File: src/inc/dxp_pkg.sv
/*
 * constants and carrier types for the x16 ddr psram bus slave.
 * assumes one system clock of 125 MHz sampling a slower host bus clock.
 */
package dxp_pkg;
    // command/address layout
    localparam int CA_BITS = 48;
    localparam int CA_EDGES = 6;
    localparam int CA_DIR_BIT = 47;
    localparam int CA_SPACE_BIT = 46;
    localparam int CA_BURST_BIT = 45;
    localparam int CA_ROW_HI = 44;
    localparam int CA_ROW_LO = 16;
    localparam int CA_COL_HI = 2;
    // initial latency in host clocks, doubled when a refresh is pending
    localparam logic [7:0] LAT_CLOCKS = 8'h07;
    localparam logic [7:0] LAT_EDGES = 8'h0e;
    localparam logic [7:0] LAT_EDGES_EXTRA = 8'h1c;
    // smallest wrap group in double words; size select shifts it up
    localparam logic [31:0] WRAP_BASE = 32'h00000008;
    localparam logic [15:0] DQ_RESET = 16'h0000;
    localparam logic [1:0] STROBE_RESET = 2'h0;
    localparam int BUF_DEPTH = 2;

    // one array access: a 32-bit double word and four lane masks
    typedef struct packed {
        logic [31:0] addr;
        logic we;
        logic [31:0] data;
        logic [3:0] mask;
    } dxp_req_t;

    typedef enum logic [2:0] {ST_IDLE, ST_CA, ST_LAT, ST_WR, ST_RD} dxp_state_t;
endpackage

File: src/rtl/dxp_buf.sv
/*
 * two-entry valid/ready buffer; head entry drives the output directly.
 * assumes both sides on the same clock.
 */
`timescale 1ns/1ps
module dxp_buf #(
    parameter int WIDTH = 8
) (
    input logic clk,
    input logic reset,
    input logic in_valid,
    output logic in_ready,
    input logic [WIDTH-1:0] in_data,
    output logic out_valid,
    input logic out_ready,
    output logic [WIDTH-1:0] out_data
);
    logic v1;
    logic [WIDTH-1:0] d1;
    logic push;
    logic pop;

    assign in_ready = !v1;
    assign push = in_valid && !v1;
    assign pop = out_valid && out_ready;

    always_ff @(posedge clk or posedge reset) begin
        if (reset) begin
            out_valid <= 1'b0;
            v1 <= 1'b0;
            out_data <= '0;
            d1 <= '0;
        end else if (pop) begin
            out_valid <= v1 || push;
            out_data <= v1 ? d1 : in_data;
            v1 <= v1 && push;
            if (v1 && push) begin
                d1 <= in_data;
            end
        end else if (push) begin
            if (!out_valid) begin
                out_valid <= 1'b1;
                out_data <= in_data;
            end else begin
                v1 <= 1'b1;
                d1 <= in_data;
            end
        end
    end
endmodule

File: src/rtl/dxp_slave.sv
/*
 * device side of a 16-bit ddr psram bus: frames, command/address capture,
 * latency flag, read strobe and write mask, burst address sequencing.
 * assumes an array behind a valid/ready request port that answers a read
 * within three system clocks; host clock at most a tenth of clk.
 */
// Notes on behaviour
// - strobe pins are outputs during command/address, flagging extra latency.
// - pending refresh drives strobe high and doubles latency; otherwise low.
// - read data is driven edge-aligned with a toggling read strobe.
// - write lanes sampled with strobe high are masked, low are written.
// - write data is captured on host clock transitions.
// - bursts advance one double word per host clock.
// - burst type is taken from each command, no reconfiguration.
// - wrapped bursts stay inside the aligned group and wrap to its start.
// - linear bursts increment until chip select rises.
// - linear reads request the next word while the current one transfers.
// - sixteen bits per edge, thirty-two per clock are accepted on writes.
// - each address selects a 32-bit double word.
// - row and burst type come first, word in third clock, then latency.
// - chip select falling starts a transaction, rising ends it.
// - a stopped host clock between transactions causes no harm.
// - differential clock level is taken from true and complement crossing.
// - low byte lanes carry command/address, high lanes only data.
// - strobe lane zero qualifies low byte, lane one the high byte.
// - hardware reset low returns to standby with pins released.
// - command bit 47 high reads, low writes.
// - command bit 46 selects memory or register space.
// - command bit 45 low wraps, high runs linear.
`timescale 1ns/1ps
module dxp_slave
    import dxp_pkg::*;
(
    input logic clk,
    input logic reset,
    input logic cs_n,
    input logic bus_clock,
    input logic clock_complement,
    input logic diff_clock_en,
    input logic hw_reset_n,
    input logic [15:0] dq_in,
    output logic [15:0] dq_out,
    output logic dq_oe,
    input logic [1:0] rw_strobe_lanes_in,
    output logic [1:0] rw_strobe_lanes_out,
    output logic rw_strobe_lanes_oe,
    input logic refresh_pending,
    input logic [1:0] wrap_size_sel,
    output dxp_req_t arr_req,
    output logic arr_req_valid,
    input logic arr_req_ready,
    input logic [31:0] arr_rdata,
    input logic arr_rvalid,
    output logic busy,
    output logic overrun
);
    logic [1:0] cs_s, ck_s, ckc_s, rst_s;
    logic [15:0] dq_s1, dq_s2;
    logic [1:0] rws_s1, rws_s2;
    logic cs_prev, ck_lvl, ck_prev;
    logic cs_fall, ck_rise, ck_fall, ck_edge, ck_next;
    dxp_state_t state;
    logic [7:0] edge_cnt;
    logic [CA_BITS-1:0] ca;
    logic [CA_BITS-1:0] next_ca;
    logic lat_extra, is_read, is_reg, linear;
    logic [31:0] addr, base;
    logic [31:0] next_addr;
    logic [31:0] wmask;
    logic [15:0] lo_data;
    logic [1:0] lo_mask;
    logic [31:0] rd_word, rd_now;
    dxp_req_t buf_in;
    logic buf_in_valid, buf_in_ready;
    logic [7:0] lat_total;
    logic ca_done, lat_done;

    // every pin passes two flops before any logic looks at it
    always_ff @(posedge clk or posedge reset) begin
        if (reset) begin
            cs_s <= 2'h3;
            ck_s <= 2'h0;
            ckc_s <= 2'h3;
            rst_s <= 2'h0;
            dq_s1 <= DQ_RESET;
            dq_s2 <= DQ_RESET;
            rws_s1 <= STROBE_RESET;
            rws_s2 <= STROBE_RESET;
        end else begin
            cs_s <= {cs_s[0], cs_n};
            ck_s <= {ck_s[0], bus_clock};
            ckc_s <= {ckc_s[0], clock_complement};
            rst_s <= {rst_s[0], hw_reset_n};
            dq_s1 <= dq_in;
            dq_s2 <= dq_s1;
            rws_s1 <= rw_strobe_lanes_in;
            rws_s2 <= rws_s1;
        end
    end

    // in differential mode the level only changes once the pair has crossed
    always_comb begin
        ck_next = ck_lvl;
        if (!diff_clock_en) begin
            ck_next = ck_s[1];
        end else if (ck_s[1] && !ckc_s[1]) begin
            ck_next = 1'b1;
        end else if (!ck_s[1] && ckc_s[1]) begin
            ck_next = 1'b0;
        end
    end

    // edges are found from samples, so a halted host clock simply adds none
    always_ff @(posedge clk or posedge reset) begin
        if (reset) begin
            ck_lvl <= 1'b0;
            ck_prev <= 1'b0;
            cs_prev <= 1'b1;
        end else begin
            ck_lvl <= ck_next;
            ck_prev <= ck_lvl;
            cs_prev <= cs_s[1];
        end
    end

    assign ck_rise = ck_lvl && !ck_prev;
    assign ck_fall = !ck_lvl && ck_prev;
    assign ck_edge = ck_rise || ck_fall;
    assign cs_fall = cs_prev && !cs_s[1];
    assign next_ca = {ca[CA_BITS-9:0], dq_s2[7:0]};
    assign lat_total = lat_extra ? LAT_EDGES_EXTRA : LAT_EDGES;
    assign ca_done = (state == ST_CA) && ck_edge && (edge_cnt == 8'(CA_EDGES - 1));
    assign lat_done = (state == ST_LAT) && ck_edge && (edge_cnt == lat_total - 8'h01);
    assign wmask = (WRAP_BASE << wrap_size_sel) - 32'h00000001;
    assign rd_now = (arr_rvalid && !is_reg) ? arr_rdata : rd_word; // a stalled answer may land on the rise itself

    always_comb begin
        if (linear) begin
            next_addr = addr + 32'h00000001;
        end else begin
            next_addr = (addr & ~wmask) | ((addr + 32'h00000001) & wmask);
        end
    end

    always_ff @(posedge clk or posedge reset) begin
        if (reset) begin
            state <= ST_IDLE;
            edge_cnt <= 8'h00;
        end else if (!rst_s[1] || cs_s[1]) begin
            state <= ST_IDLE;
            edge_cnt <= 8'h00;
        end else begin
            case (state)
                ST_IDLE: begin
                    if (cs_fall) begin
                        state <= ST_CA;
                        edge_cnt <= 8'h00;
                    end
                end
                ST_CA: begin
                    if (ca_done) begin
                        state <= ST_LAT;
                        edge_cnt <= 8'h00;
                    end else if (ck_edge) begin
                        edge_cnt <= edge_cnt + 8'h01;
                    end
                end
                ST_LAT: begin
                    if (lat_done) begin
                        state <= is_read ? ST_RD : ST_WR;
                    end else if (ck_edge) begin
                        edge_cnt <= edge_cnt + 8'h01;
                    end
                end
                ST_WR, ST_RD: begin
                end
                default: begin
                    state <= ST_IDLE;
                end
            endcase
        end
    end

    // command capture and decode; burst type is latched per command
    always_ff @(posedge clk or posedge reset) begin
        if (reset) begin
            ca <= '0;
            lat_extra <= 1'b0;
            is_read <= 1'b0;
            is_reg <= 1'b0;
            linear <= 1'b0;
            base <= 32'h00000000;
        end else if (state == ST_IDLE && cs_fall) begin
            lat_extra <= refresh_pending;
        end else if (state == ST_CA && ck_edge) begin
            ca <= next_ca;
            if (ca_done) begin
                is_read <= next_ca[CA_DIR_BIT];
                is_reg <= next_ca[CA_SPACE_BIT];
                linear <= next_ca[CA_BURST_BIT];
                base <= {next_ca[CA_ROW_HI:CA_ROW_LO], next_ca[CA_COL_HI:0]};
            end
        end
    end

    // burst address: one double word per host clock
    always_ff @(posedge clk or posedge reset) begin
        if (reset) begin
            addr <= 32'h00000000;
        end else if (ca_done) begin
            addr <= {next_ca[CA_ROW_HI:CA_ROW_LO], next_ca[CA_COL_HI:0]};
        end else if ((state == ST_WR || state == ST_RD) && ck_fall) begin
            addr <= next_addr;
        end
    end

    // array requests: writes per clock, reads one word ahead of the bus
    always_ff @(posedge clk or posedge reset) begin
        if (reset) begin
            buf_in <= '0;
            buf_in_valid <= 1'b0;
            lo_data <= 16'h0000;
            lo_mask <= 2'h0;
        end else begin
            buf_in_valid <= 1'b0;
            if (state == ST_WR && ck_rise) begin
                lo_data <= dq_s2;
                lo_mask <= rws_s2;
            end
            if (state == ST_WR && ck_fall && !is_reg) begin
                buf_in_valid <= 1'b1;
                buf_in <= '{addr: addr, we: 1'b1, data: {dq_s2, lo_data}, mask: {rws_s2, lo_mask}};
            end
            if (!is_reg && ((lat_done && is_read) || (state == ST_RD && ck_fall))) begin
                buf_in_valid <= 1'b1;
                buf_in <= '{addr: lat_done ? addr : next_addr, we: 1'b0, data: 32'h00000000, mask: 4'h0};
            end
        end
    end

    // a word offered while the buffer is full is lost; flag it sticky
    always_ff @(posedge clk or posedge reset) begin
        if (reset) begin
            overrun <= 1'b0;
        end else if (buf_in_valid && !buf_in_ready) begin
            overrun <= 1'b1;
        end
    end

    // register space is not backed here and reads back as zero
    always_ff @(posedge clk or posedge reset) begin
        if (reset) begin
            rd_word <= 32'h00000000;
        end else if (lat_done) begin
            rd_word <= 32'h00000000;
        end else if (arr_rvalid && !is_reg) begin
            rd_word <= arr_rdata;
        end
    end

    // pin drive: latency flag, read strobe, released under hardware reset
    always_ff @(posedge clk or posedge reset) begin
        if (reset) begin
            dq_out <= DQ_RESET;
            dq_oe <= 1'b0;
            rw_strobe_lanes_out <= STROBE_RESET;
            rw_strobe_lanes_oe <= 1'b0;
            busy <= 1'b0;
        end else if (!rst_s[1] || cs_s[1]) begin
            dq_oe <= 1'b0;
            rw_strobe_lanes_oe <= 1'b0;
            rw_strobe_lanes_out <= STROBE_RESET;
            busy <= 1'b0;
        end else begin
            busy <= state != ST_IDLE;
            case (state)
                ST_CA: begin
                    rw_strobe_lanes_oe <= 1'b1;
                    rw_strobe_lanes_out <= {2{lat_extra}};
                end
                ST_LAT: begin
                    rw_strobe_lanes_oe <= is_read;
                    rw_strobe_lanes_out <= STROBE_RESET;
                end
                ST_RD: begin
                    dq_oe <= 1'b1;
                    rw_strobe_lanes_oe <= 1'b1;
                    if (ck_rise) begin
                        dq_out <= rd_now[15:0];
                        rw_strobe_lanes_out <= 2'h3;
                    end else if (ck_fall) begin
                        dq_out <= rd_word[31:16];
                        rw_strobe_lanes_out <= 2'h0;
                    end
                end
                default: begin
                    dq_oe <= 1'b0;
                    rw_strobe_lanes_oe <= 1'b0;
                end
            endcase
        end
    end

    dxp_buf #(
        .WIDTH($bits(dxp_req_t))
    ) u_buf (
        .clk(clk),
        .reset(reset),
        .in_valid(buf_in_valid),
        .in_ready(buf_in_ready),
        .in_data(buf_in),
        .out_valid(arr_req_valid),
        .out_ready(arr_req_ready),
        .out_data(arr_req)
    );
endmodule

File: config.mk
export PLATFORM = sky130hd
export DESIGN_NAME = dxp_slave
export DESIGN_NICKNAME = d
export VERILOG_FILES = /design/src/inc/dxp_pkg.sv /design/src/rtl/dxp_buf.sv /design/src/rtl/dxp_slave.sv
export SDC_FILE = /design/constraint.sdc
export NUM_CORES = 1
export LEC_CHECK = 0
export BUFFER_PORTS_ARGS = -buffer_cell sky130_fd_sc_hd__buf_2
export CORE_ASPECT_RATIO = 0.6
export CORE_MARGIN = 4
export CORE_UTILIZATION = 50
export DETAILED_ROUTE_END_ITERATION = 10
export GPL_ROUTABILITY_DRIVEN = 0
export HOLD_SLACK_MARGIN = 0.1
export PLACE_DENSITY = 0.69
export SLEW_MARGIN = 20
export SYNTH_ARGS = -nofsm -noshare
export SYNTH_HDL_FRONTEND = slang
export SYNTH_SLANG_ARGS = --single-unit
File: constraint.sdc
create_clock -name clk -period 27.2 [get_ports clk]
set_input_delay 4.08 -clock clk [delete_from_list [all_inputs] [get_ports clk]]
set_output_delay 4.08 -clock clk [all_outputs]
set_load 0.01 [all_outputs]
==> impl_metrics.json, run 1 <==
{
  "synth_top_area_share_pct": 58.3,
  "area_delta_synth_final_pct": 13.5,
  "cts_sinks": 415,
  "r2r_slack_ns": 23.66,
  "num_rows": 52,
  "timing.rr.end": "edge_cnt[1]$_DFFE_PP0P_",
  "routed_wirelength_mm": 40.5,
  "fin_nets": 1760,
  "clkLatencyLatePin_ns": 0.55,
  "grt_usage_pct": 21.1,
  "ff2ff_path_depth": 9,
  "place_hpwl_mm": 26.3,
  "final_cells": 2183,
  "io_pins": 154,
  "holdPathEnd": "dq_s2[9]$_DFF_PP0_",
  "grt_pass1_vias": 12100,
  "grt_pass1_wl_mm": 66.2,
  "dpl_cell_area_mm2": 0.0186,
  "synthCells": 1592,
  "cp_slowest_stage_delay_ns": 0.92,
  "die_w_um": 250,
  "critical-path-top-delay-family": "simple AND/OR/NAND/NOR gates",
  "vias": 12200,
  "critPathMaxFanout": 14,
  "synth.cell_area_mm2": 0.0176,
  "netlist_top_cells_area": "dfrtp_1, nand2_1, mux2_2",
  "clockBufferDepth": 3,
  "status": "completed",
  "fillers": 2847,
  "dieArea_mm2": 0.0384,
  "setup.worst_path.end_class": "flop",
  "path_cells": "buf_2 > or2_2 > ha_1 > nand2b_2 > a2111oi_4 > nand3_1 > or4_1 > nand3_1",
  "wl_per_cell_um": 18.6,
  "grt_overflow": 0,
  "avgSynthCellArea_um2": 11.1,
  "cts-resized-gates": 0,
  "cp_common_cell": "nand3_1",
  "cp-start-kind": "input port",
  "clk_pin_slew_ns": 0.06,
  "coreArea_mm2": 0.0342,
  "startpoint": "wrap_size_sel[1]",
  "leakage_uw": 0.00995,
  "reg_top3": "buf_in (69), u_buf.d1 (69), u_buf.out_data (69)",
  "ctsHoldBuffers": 0,
  "die_h_um": 153,
  "mostFrequentLayoutCells": "dfrtp_1, nand2_1, o21ai_0, buf_2",
  "drv_slew": 0,
  "power_density_mw_per_mm2": 66.6,
  "cts_setup_buffers": 0,
  "drt_iter0_markers": 1024,
  "cp_slowest_cell": "a2111oi_4",
  "setup_viol": 0,
  "start_util_pct": 51.4,
  "viasPerCell": 5.61,
  "ys_types": 76,
  "worstMarginPinSlew_ns": 1.14,
  "vdd_drop_max_v": 0.0000483,
  "grt_max_degree": 139,
  "async_flop_share_pct": 100,
  "worstHoldStart": "dq_s1[9]$_DFF_PP0_",
  "yosys_register_bits": 415,
  "min_period_ns": 6.01,
  "final_common_cell": "dfrtp_1",
  "post-route-period-util_pct": 22.1,
  "postRouteAntennaNets": 0,
  "timing.final.hold_violations": 0,
  "slew_headroom_pct": 23.9,
  "crit_buf_inv": 1,
  "whs_path_depth": 0,
  "ys.flop_type": "dfrtp_1",
  "drc": 0,
  "worstPathArrival_ns": 6.49,
  "cap_violations": 0,
  "drtPass1Iterations": 5,
  "port_buffers": 153,
  "synth-edff-count": 0,
  "r2r-start": "ck_lvl$_DFFE_PP0P_",
  "tns_ns": 0,
  "critPathRequiredTime_ns": 27.68,
  "htree_levels": 2,
  "cp_num_cells": 8,
  "clock_skew_ns": 0.0204,
  "antenna_cells": 0,
  "cts-root-buf": "clkbuf_16",
  "rsz0062_at_grt": "false",
  "postLayoutCellArea_mm2": 0.0200,
  "ys_warn_count": 0,
  "ys_seq_area_share_pct": 59.1,
  "place_inst": 2109,
  "synth_fp_nets": 1660,
  "worstSetupPathType": "in -> reg",
  "hp-class": "reg -> reg",
  "drive_above_1_share_pct": 21.2,
  "cts_tree": "yes",
  "yosys.area.top_type": "dfrtp_1",
  "numCtsBuffers": 40,
  "fmax_mhz": 166,
  "antenna_found_initial": 1
}
-- cell usage after synthesis, types with 5 or more instances --
cell type  number
dfrtp_1       410
nand2_1       337
o21ai_0       163
mux2_2         88
mux2i_1        88
clkbuf_1       68
a21oi_1        46
nor2_1         42
a22o_1         39
nand3_1        31
buf_2          24
inv_1          19
nor3_1         16
xor2_1         16
xnor2_1        14
o311ai_0       13
nand4_1        11
and3_1          9
nand2b_1        9
nor4_1          9
a21o_1          7
a221o_1         7
buf_6           7
a31oi_1         6
buf_4           6
ha_1            6
or3_1           6
a32oi_1         5
dfstp_2         5
nor2b_1         5
-- power breakdown --
part	leakage (uW)	switching, uW	total [uW]	internal (uW)
registers	0.00532	30.5	684	654
clock network	0.000699	235	577	342
logic	0.00394	43.8	69.2	25.4
-- worst max-delay path by stage --
stage / slack (ns) / endpoint
final: 21.19 / addr[29]$_DFFE_PP0P_
after global placement: 20.50 / rd_word[7]$_DFF_PP0_
after global routing: 21.08 / u_buf.d1[61]$_DFFE_PP0P_
after CTS: 21.05 / rd_word[9]$_DFF_PP0_
after floorplan: 11.58 / addr[0]$_DFFE_PP0P_
after detailed placement: 20.47 / dq_out[7]$_DFFE_PP0P_
-- metal layers --
metal / part of all wire [%] / vias up / track usage [%]
met2: 43 / 331 / 30.1
li1: - / 5753 / -
met3: 6.8 / 61 / 5.04
met1: 49 / 6102 / 33.1
met4: 1.4 / 0 / 4.12
met5: 0 / - / 0
-- layout make-up --
type	instances	area [um2]	area share, %
clock buffer	58	1220	6.12
timing repair buffer	171	916	4.59
clock inverter	16	170	0.852
tap	459	574	2.88
inverter	19	78.8	0.395
multi-input combinational	1045	6620	33.1
sequential	415	10400	52.0
-- logic make-up after synthesis --
logic type | Yosys count | share of synthesized area (%)
and+or+nand+nor | 514 | 13.4
DFF | 415 | 59.1
AOI/OAI and AO/OA | 319 | 11.4
muxes | 176 | 10.6
buffers and inverters | 132 | 3.61
xor gates and xnor gates | 30 | 1.49
adders and majority gates | 6 | 0.427
-- per-stage QoR --
| step | worst slack (ns) | util, % | hold slack (ns) | power [uW] |
|---|---|---|---|---|
| global placement | 20.50 | 54.2 | 0.332 | 761 |
| floorplan | 11.58 | - | 0.331 | 731 |
| CTS | 21.05 | 58.3 | 0.346 | 1340 |
| detailed placement | 20.47 | 54.2 | 0.335 | 765 |
| global route | 21.08 | 58.3 | 0.356 | 1390 |
| finish | 21.19 | 58.3 | 0.347 | 1330 |
Power figures use the tool's default switching activity.
==> run 2: changes to the inputs <==
--- a/config.mk
+++ b/config.mk
@@ -12,7 +12,7 @@
 export DETAILED_ROUTE_END_ITERATION = 10
 export GPL_ROUTABILITY_DRIVEN = 0
 export HOLD_SLACK_MARGIN = 0.1
-export PLACE_DENSITY = 0.69
+export PLACE_DENSITY = 0.71
 export SLEW_MARGIN = 20
 export SYNTH_ARGS = -nofsm -noshare
 export SYNTH_HDL_FRONTEND = slang
==> constraint.sdc (replaced) <==
create_clock -name clk -period 4.9 [get_ports clk]
set_input_delay 0.735 -clock clk [delete_from_list [all_inputs] [get_ports clk]]
set_output_delay 0.735 -clock clk [all_outputs]
set_load 0.01 [all_outputs]
==> run 2 against run 1 <==
Worst setup slack worse by 20 ns; worst hold slack worse by 0.049 ns; sequential power rose to 5.6 times the previous value; non-clock buffer count up 3; utilization up 0.22 points; critical path type is now reg -> reg; first-iteration DRC count up 29%.
==> impl_metrics.json, run 2 (same netlist as run 1, synthesis figures left out) <==
{
  "status": "completed",
  "cp_slowest_cell": "o32a_2",
  "leakage_uw": 0.00997,
  "rsz0062_at_grt": "false",
  "die_w_um": 250,
  "viasPerCell": 5.62,
  "r2r_slack_ns": 1.64,
  "hp-class": "in -> reg",
  "cts_tree": "yes",
  "start_util_pct": 51.4,
  "htree_levels": 2,
  "ff2ff_path_depth": 7,
  "area_delta_synth_final_pct": 13.9,
  "vdd_drop_max_v": 0.000229,
  "grt_usage_pct": 21.1,
  "cts-root-buf": "clkbuf_16",
  "postLayoutCellArea_mm2": 0.0200,
  "antenna_found_initial": 2,
  "critical-path-top-delay-family": "compound AO/OA/AOI/OAI gates",
  "drv_slew": 0,
  "mostFrequentLayoutCells": "dfrtp_1, nand2_1, o21ai_0, buf_2",
  "clockBufferDepth": 3,
  "cts-resized-gates": 0,
  "drive_above_1_share_pct": 20.9,
  "setup.worst_path.end_class": "flop",
  "path_cells": "and3b_1 > o21ai_2 > buf_4 > o32a_2 > buf_12 > mux2i_1 > a21oi_1",
  "crit_buf_inv": 2,
  "worstHoldStart": "dq_in[15]",
  "grt_pass1_wl_mm": 66.1,
  "reg_top3": "buf_in (69), u_buf.d1 (69), u_buf.out_data (69)",
  "vias": 12300,
  "power_density_mw_per_mm2": 374,
  "timing.final.hold_violations": 0,
  "drtPass1Iterations": 5,
  "drc": 0,
  "min_period_ns": 3.26,
  "clock_skew_ns": 0.0113,
  "timing.rr.end": "buf_in[58]$_DFFE_PP0P_",
  "num_rows": 52,
  "postRouteAntennaNets": 0,
  "port_buffers": 153,
  "cap_violations": 0,
  "cts_setup_buffers": 0,
  "r2r-start": "state[2]$_DFFE_PP0P_",
  "slew_headroom_pct": 30.9,
  "grt_pass1_vias": 11900,
  "fin_nets": 1762,
  "clkLatencyLatePin_ns": 0.54,
  "cp-start-kind": "flop",
  "worstMarginPinSlew_ns": 1.03,
  "dieArea_mm2": 0.0384,
  "dpl_cell_area_mm2": 0.0186,
  "worstPathArrival_ns": 3.65,
  "final_common_cell": "dfrtp_1",
  "place_hpwl_mm": 27.3,
  "setup_viol": 0,
  "post-route-period-util_pct": 66.5,
  "routed_wirelength_mm": 40.6,
  "io_pins": 154,
  "whs_path_depth": 1,
  "grt_overflow": 0,
  "critPathRequiredTime_ns": 5.29,
  "place_inst": 2112,
  "worstSetupPathType": "reg -> reg",
  "holdPathEnd": "dq_s1[15]$_DFF_PP0_",
  "final_cells": 2185,
  "grt_max_degree": 141,
  "clk_pin_slew_ns": 0.06,
  "drt_iter0_markers": 1319,
  "wl_per_cell_um": 18.6,
  "critPathMaxFanout": 63,
  "cts_sinks": 415,
  "cp_slowest_stage_delay_ns": 0.86,
  "die_h_um": 153,
  "numCtsBuffers": 39,
  "fmax_mhz": 307,
  "coreArea_mm2": 0.0342,
  "ctsHoldBuffers": 0
}
-- run 2: changes by cell type in the layout (fill, tap and decap cells not counted), moves of 2 or more --
cell        before  now
clkinv_2        11    2
clkinvlp_4       0    2
buf_6            4    1
clkbuf_16       42   40
bufinv_16        3    6
buf_12           0    3
buf_4           14   17
clkbuf_1         5    9
-- run 2: worst max-delay path by stage --
stage / from / to / cells past startpoint
global route: state[2]$_DFFE_PP0P_ / buf_in[58]$_DFFE_PP0P_ / 7
CTS: state[2]$_DFFE_PP0P_ / buf_in[58]$_DFFE_PP0P_ / 7
global placement: state[2]$_DFFE_PP0P_ / buf_in[58]$_DFFE_PP0P_ / 7
detailed placement: state[2]$_DFFE_PP0P_ / buf_in[58]$_DFFE_PP0P_ / 7
finish: state[2]$_DFFE_PP0P_ / buf_in[58]$_DFFE_PP0P_ / 7
floorplan: reset / addr[0]$_DFFE_PP0P_ / 1
-- run 2: worst register-to-register path: cells and delay by family, from the launching register on --
kind | cells | cell delay (ns)
AOI/OAI and AO/OA | 3 | 1.06
buffers and inverters | 2 | 0.77
DFF | 1 | 0.74
muxes | 1 | 0.24
and+or+nand+nor | 1 | 0.30
-- run 2: per-layer routing --
| layer | global-route usage (%) | wire [um] | share of wire (%) |
|---|---|---|---|
| met5 | 0.870 | 46 | 0.11 |
| met4 | 4.17 | 555 | 1.4 |
| met3 | 5.30 | 2920 | 7.2 |
| met2 | 29.2 | 17200 | 42 |
| met1 | 33.5 | 19900 | 49 |
-- run 2: final cells by class --
type	instances	area, um2
antenna	1	2.50
clock buffer	61	1200
clock inverter	11	223
fill	2824	14200
inverter	19	75.1
multi-input combinational	1045	6610
sequential	415	10400
tap	459	574
timing repair buffer	174	965
-- run 2: report_power, final --
group | switching [uW] | internal [uW]
sequential | 183 | 3630
combinational | 245 | 144
clock | 1280 | 2010
-- run 2: per-stage QoR --
stage          utilization (%)  TNS (ns)  setup slack [ns]  total power [uW]  hold WS [ns]
2_1_floorplan                -   -584.86             -1.43              4060         0.331
3_3_place_gp              54.4         0              1.73              4240         0.332
3_5_place_dp              54.4         0              1.67              4260         0.335
4_1_cts                   58.5         0              1.66              7580         0.276
5_1_grt                   58.6         0              1.43              7820         0.275
6_report                  58.6         0              1.64              7490         0.298
==> run 3: changes to the inputs <==
--- a/config.mk
+++ b/config.mk
@@ -5,6 +5,7 @@
 export SDC_FILE = /design/constraint.sdc
 export NUM_CORES = 1
 export LEC_CHECK = 0
+export ABC_AREA = 1
 export BUFFER_PORTS_ARGS = -buffer_cell sky130_fd_sc_hd__buf_2
 export CORE_ASPECT_RATIO = 0.6
 export CORE_MARGIN = 4
@@ -12,7 +13,7 @@
 export DETAILED_ROUTE_END_ITERATION = 10
 export GPL_ROUTABILITY_DRIVEN = 0
 export HOLD_SLACK_MARGIN = 0.1
-export PLACE_DENSITY = 0.71
+export PLACE_DENSITY = 0.69
 export SLEW_MARGIN = 20
 export SYNTH_ARGS = -nofsm -noshare
 export SYNTH_HDL_FRONTEND = slang
==> constraint.sdc (replaced) <==
create_clock -name clk -period 3.3 [get_ports clk]
set_input_delay 0.495 -clock clk [delete_from_list [all_inputs] [get_ports clk]]
set_output_delay 0.495 -clock clk [all_outputs]
set_load 0.01 [all_outputs]
==> run 3 against run 2 <==
Utilization hardly changed; global-route usage up 2.8 points; critical path type unchanged; cell count increased by 21%; critical path depth increased by 4; total power is 75% higher; first-iteration DRC count is 8.0% lower; fmax increased by 16%; sequential share of layout area down 1.6 points.
==> impl_metrics.json, run 3 <==
{
  "synth_most_common_cell": "nand2_1",
  "wl_per_cell_um": 17.5,
  "worstPathArrival_ns": 3.20,
  "io_pins": 154,
  "clk_pin_slew_ns": 0.06,
  "ys_seq_area_share_pct": 57.7,
  "area_delta_synth_final_pct": 14.7,
  "postRouteAntennaNets": 0,
  "drv_slew": 0,
  "setup.worst_path.end_class": "flop",
  "ys_warn_count": 0,
  "drc": 0,
  "internal_power_uw": 9270,
  "yosys_register_bits": 415,
  "antenna_found_initial": 0,
  "rsz0062_at_grt": "false",
  "setup_viol": 0,
  "async_flop_share_pct": 100,
  "mostFrequentLayoutCells": "nand2_1, dfrtp_1, inv_1, o21ai_0, buf_2",
  "combPwrFrac_pct": 16.2,
  "fillers": 3088,
  "hp-class": "in -> reg",
  "slew_headroom_pct": 35.9,
  "post-route-period-util_pct": 84.8,
  "postLayoutCellArea_mm2": 0.0207,
  "routed-wl-met3_mm": 3.61,
  "coreArea_mm2": 0.0353,
  "power_density_mw_per_mm2": 633,
  "vias": 14400,
  "status": "completed",
  "cts_sinks": 415,
  "start_util_pct": 51.1,
  "grt_pass1_wl_mm": 75.9,
  "die_w_um": 253,
  "drtPass1Iterations": 8,
  "route.met2.wl_mm": 19.9,
  "grt_overflow": 0,
  "die_h_um": 155,
  "power_frac_seq_pct": 49.3,
  "worstMarginPinSlew_ns": 0.961,
  "clkPwrFrac_pct": 34.5,
  "num_rows": 53,
  "route.layer.met1.wl_mm": 22.1,
  "critPathMaxFanout": 59,
  "timing.final.hold_violations": 0,
  "dieArea_mm2": 0.0392,
  "cap_violations": 0,
  "yosys.area.top_type": "dfrtp_1",
  "synth.cell_area_mm2": 0.0180,
  "clock_skew_ns": 0.0172,
  "worstSetupPathType": "reg -> reg",
  "synth_fp_nets": 2087,
  "grt_usage_pct": 23.8,
  "cts_tree": "yes",
  "final_common_cell": "nand2_1",
  "grt_pass1_vias": 14000,
  "leakage_uw": 0.00978,
  "fin_nets": 2220,
  "critPathRequiredTime_ns": 3.70,
  "cts_setup_buffers": 0,
  "clkLatencyLatePin_ns": 0.55,
  "cts-root-buf": "clkbuf_16",
  "place_hpwl_mm": 30.6,
  "cts-resized-gates": 0,
  "vdd_drop_max_v": 0.000541,
  "reg_top3": "buf_in (69), u_buf.d1 (69), u_buf.out_data (69)",
  "switching_share_pct": 29.2,
  "synth_common_cells": "nand2_1, dfrtp_1, inv_1, nand3_1, o21ai_0",
  "avgSynthCellArea_um2": 8.93,
  "drt_iter0_markers": 1213,
  "synthCells": 2019,
  "path_cells": "inv_1 > ha_1 > nor2_1 > nand2_1 > nor2_1 > nand3_1 > nand2_2 > nand2_4 > inv_2 > buf_12 > o22ai_1",
  "cp_slowest_cell": "ha_1",
  "cp_slowest_stage_delay_ns": 0.48,
  "regArea_mm2": 0.0104,
  "numCtsBuffers": 38,
  "ys_types": 45,
  "synth_top_area_share_pct": 56.9,
  "netlist_top_cells_area": "dfrtp_1, nand2_1, inv_1",
  "grt_max_degree": 165,
  "viasPerCell": 5.44,
  "fmax_mhz": 357,
  "min_period_ns": 2.80,
  "holdWs_ns": 0.188,
  "routed_wirelength_mm": 46.4,
  "clockBufferDepth": 3,
  "switching_power_uw": 3820,
  "port_buffers": 153,
  "cp_common_cell": "nor2_1",
  "drive_above_1_share_pct": 14.3,
  "ys.flop_type": "dfrtp_1",
  "synth-edff-count": 0,
  "multi_input_area_mm2": 0.00635,
  "cp-start-kind": "flop",
  "final_util_pct": 58.6,
  "htree_levels": 2,
  "dpl_cell_area_mm2": 0.0192,
  "topRoutingLayerUsed": "met4"
}
## run 3: cell types whose count changed in the layout (fill, tap and decap cells not counted), sizes merged, moves of 13 or more
cell         before  now
a21oi            46   29
a22o             39    0
a31oi             6   73
dlygate4sd3       0   23
inv              19  221
mux2             88   24
mux2i            88   13
nand2           337  535
nand3            33  155
nor2             42  150
o211ai            3   19
o221ai            0   13
o22ai             2   44
o311ai           13    0
## run 3: cell families after synthesis
| group | after synthesis | synth area share (%) |
|---|---|---|
| adder cells (fa/ha/maj) | 6 | 0.417 |
| AO/OA/AOI/OAI | 347 | 11.7 |
| multiplexers | 37 | 2.22 |
| buffers and inverters | 330 | 7.37 |
| AND/OR/NAND/NOR | 872 | 20.1 |
| flip-flops | 415 | 57.7 |
| XOR/XNOR | 12 | 0.583 |
## run 3: area by class of cell
type	instances	area share [%]
Clock buffer	58	5.30
Inverter	221	4.03
Antenna cell	1	0.0121
Timing Repair Buffer	202	6.12
Sequential cell	415	50.3
Multi-Input combinational cell	1274	30.7
Clock inverter	11	0.720
Tap cell	467	2.83
## run 3: power groups by stage
| stage | logic (uW) | registers (uW) | clock network (uW) |
|---|---|---|---|
| 3_5_place_dp | 2110 | 6550 | 0 |
| 3_3_place_gp | 2060 | 6520 | 0 |
| 5_1_grt | 2390 | 6550 | 4810 |
| 2_1_floorplan | 1100 | 6560 | 0 |
| 4_1_cts | 2140 | 6460 | 4590 |
| 6_report | 2120 | 6460 | 4510 |
## run 3: through the flow
| stage | setup WS, ns | power, uW | instances | TNS [ns] |
|---|---|---|---|---|
| final | 0.501 | 13100 | 2649 | 0 |
| after global routing | 0.285 | 13700 | 2648 | 0 |
| after CTS | 0.501 | 13200 | 2648 | 0 |
| after detailed placement | 0.494 | 8650 | 2556 | 0 |
| after global placement | 0.634 | 8580 | 2556 | 0 |
| after floorplan | -2.79 | 7660 | 2019 | -1148.68 |
## run 3: repair_timing
| item | 4_1_cts | 5_1_grt |
|---|---|---|
| hold endpoints to repair | 24 | 0 |
| setup endpoints to repair | 0 | 0 |
| hold buffers | 23 | 0 |
## run 3: routing by layer
layer  GRT usage (%)  vias up
met1            37.6     7025
met4            4.33        0
met3            5.26       60
li1                -     6855
met2            34.3      483
met5               0        -
## run 3: worst paths after layout
kind	to	slack, ns	startpoint	cells past startpoint
max	buf_in[16]$_DFFE_PP0P_	0.50	ck_lvl$_DFFE_PP0P_	11
min	rd_word[25]$_DFFE_PP0P_	0.19	arr_rdata[25]	3
max reg2reg	buf_in[16]$_DFFE_PP0P_	0.50	ck_lvl$_DFFE_PP0P_	11
min reg2reg	dq_s2[7]$_DFF_PP0_	0.35	dq_s1[7]$_DFF_PP0_	0
max in group asynchronous	lo_data[15]$_DFFE_PP0P_	1.84	reset	4
min in group asynchronous	addr[20]$_DFFE_PP0P_	0.53	reset	4
## run 3: worst max-delay path: cells and delay by family, from the launching register on
family,cells,cell delay [ns]
AND/OR/NAND/NOR,6,0.90
adder cells (fa/ha/maj),1,0.48
buffers and inverters,3,0.72
AO/OA/AOI/OAI,1,0.12
flip-flops,1,0.40
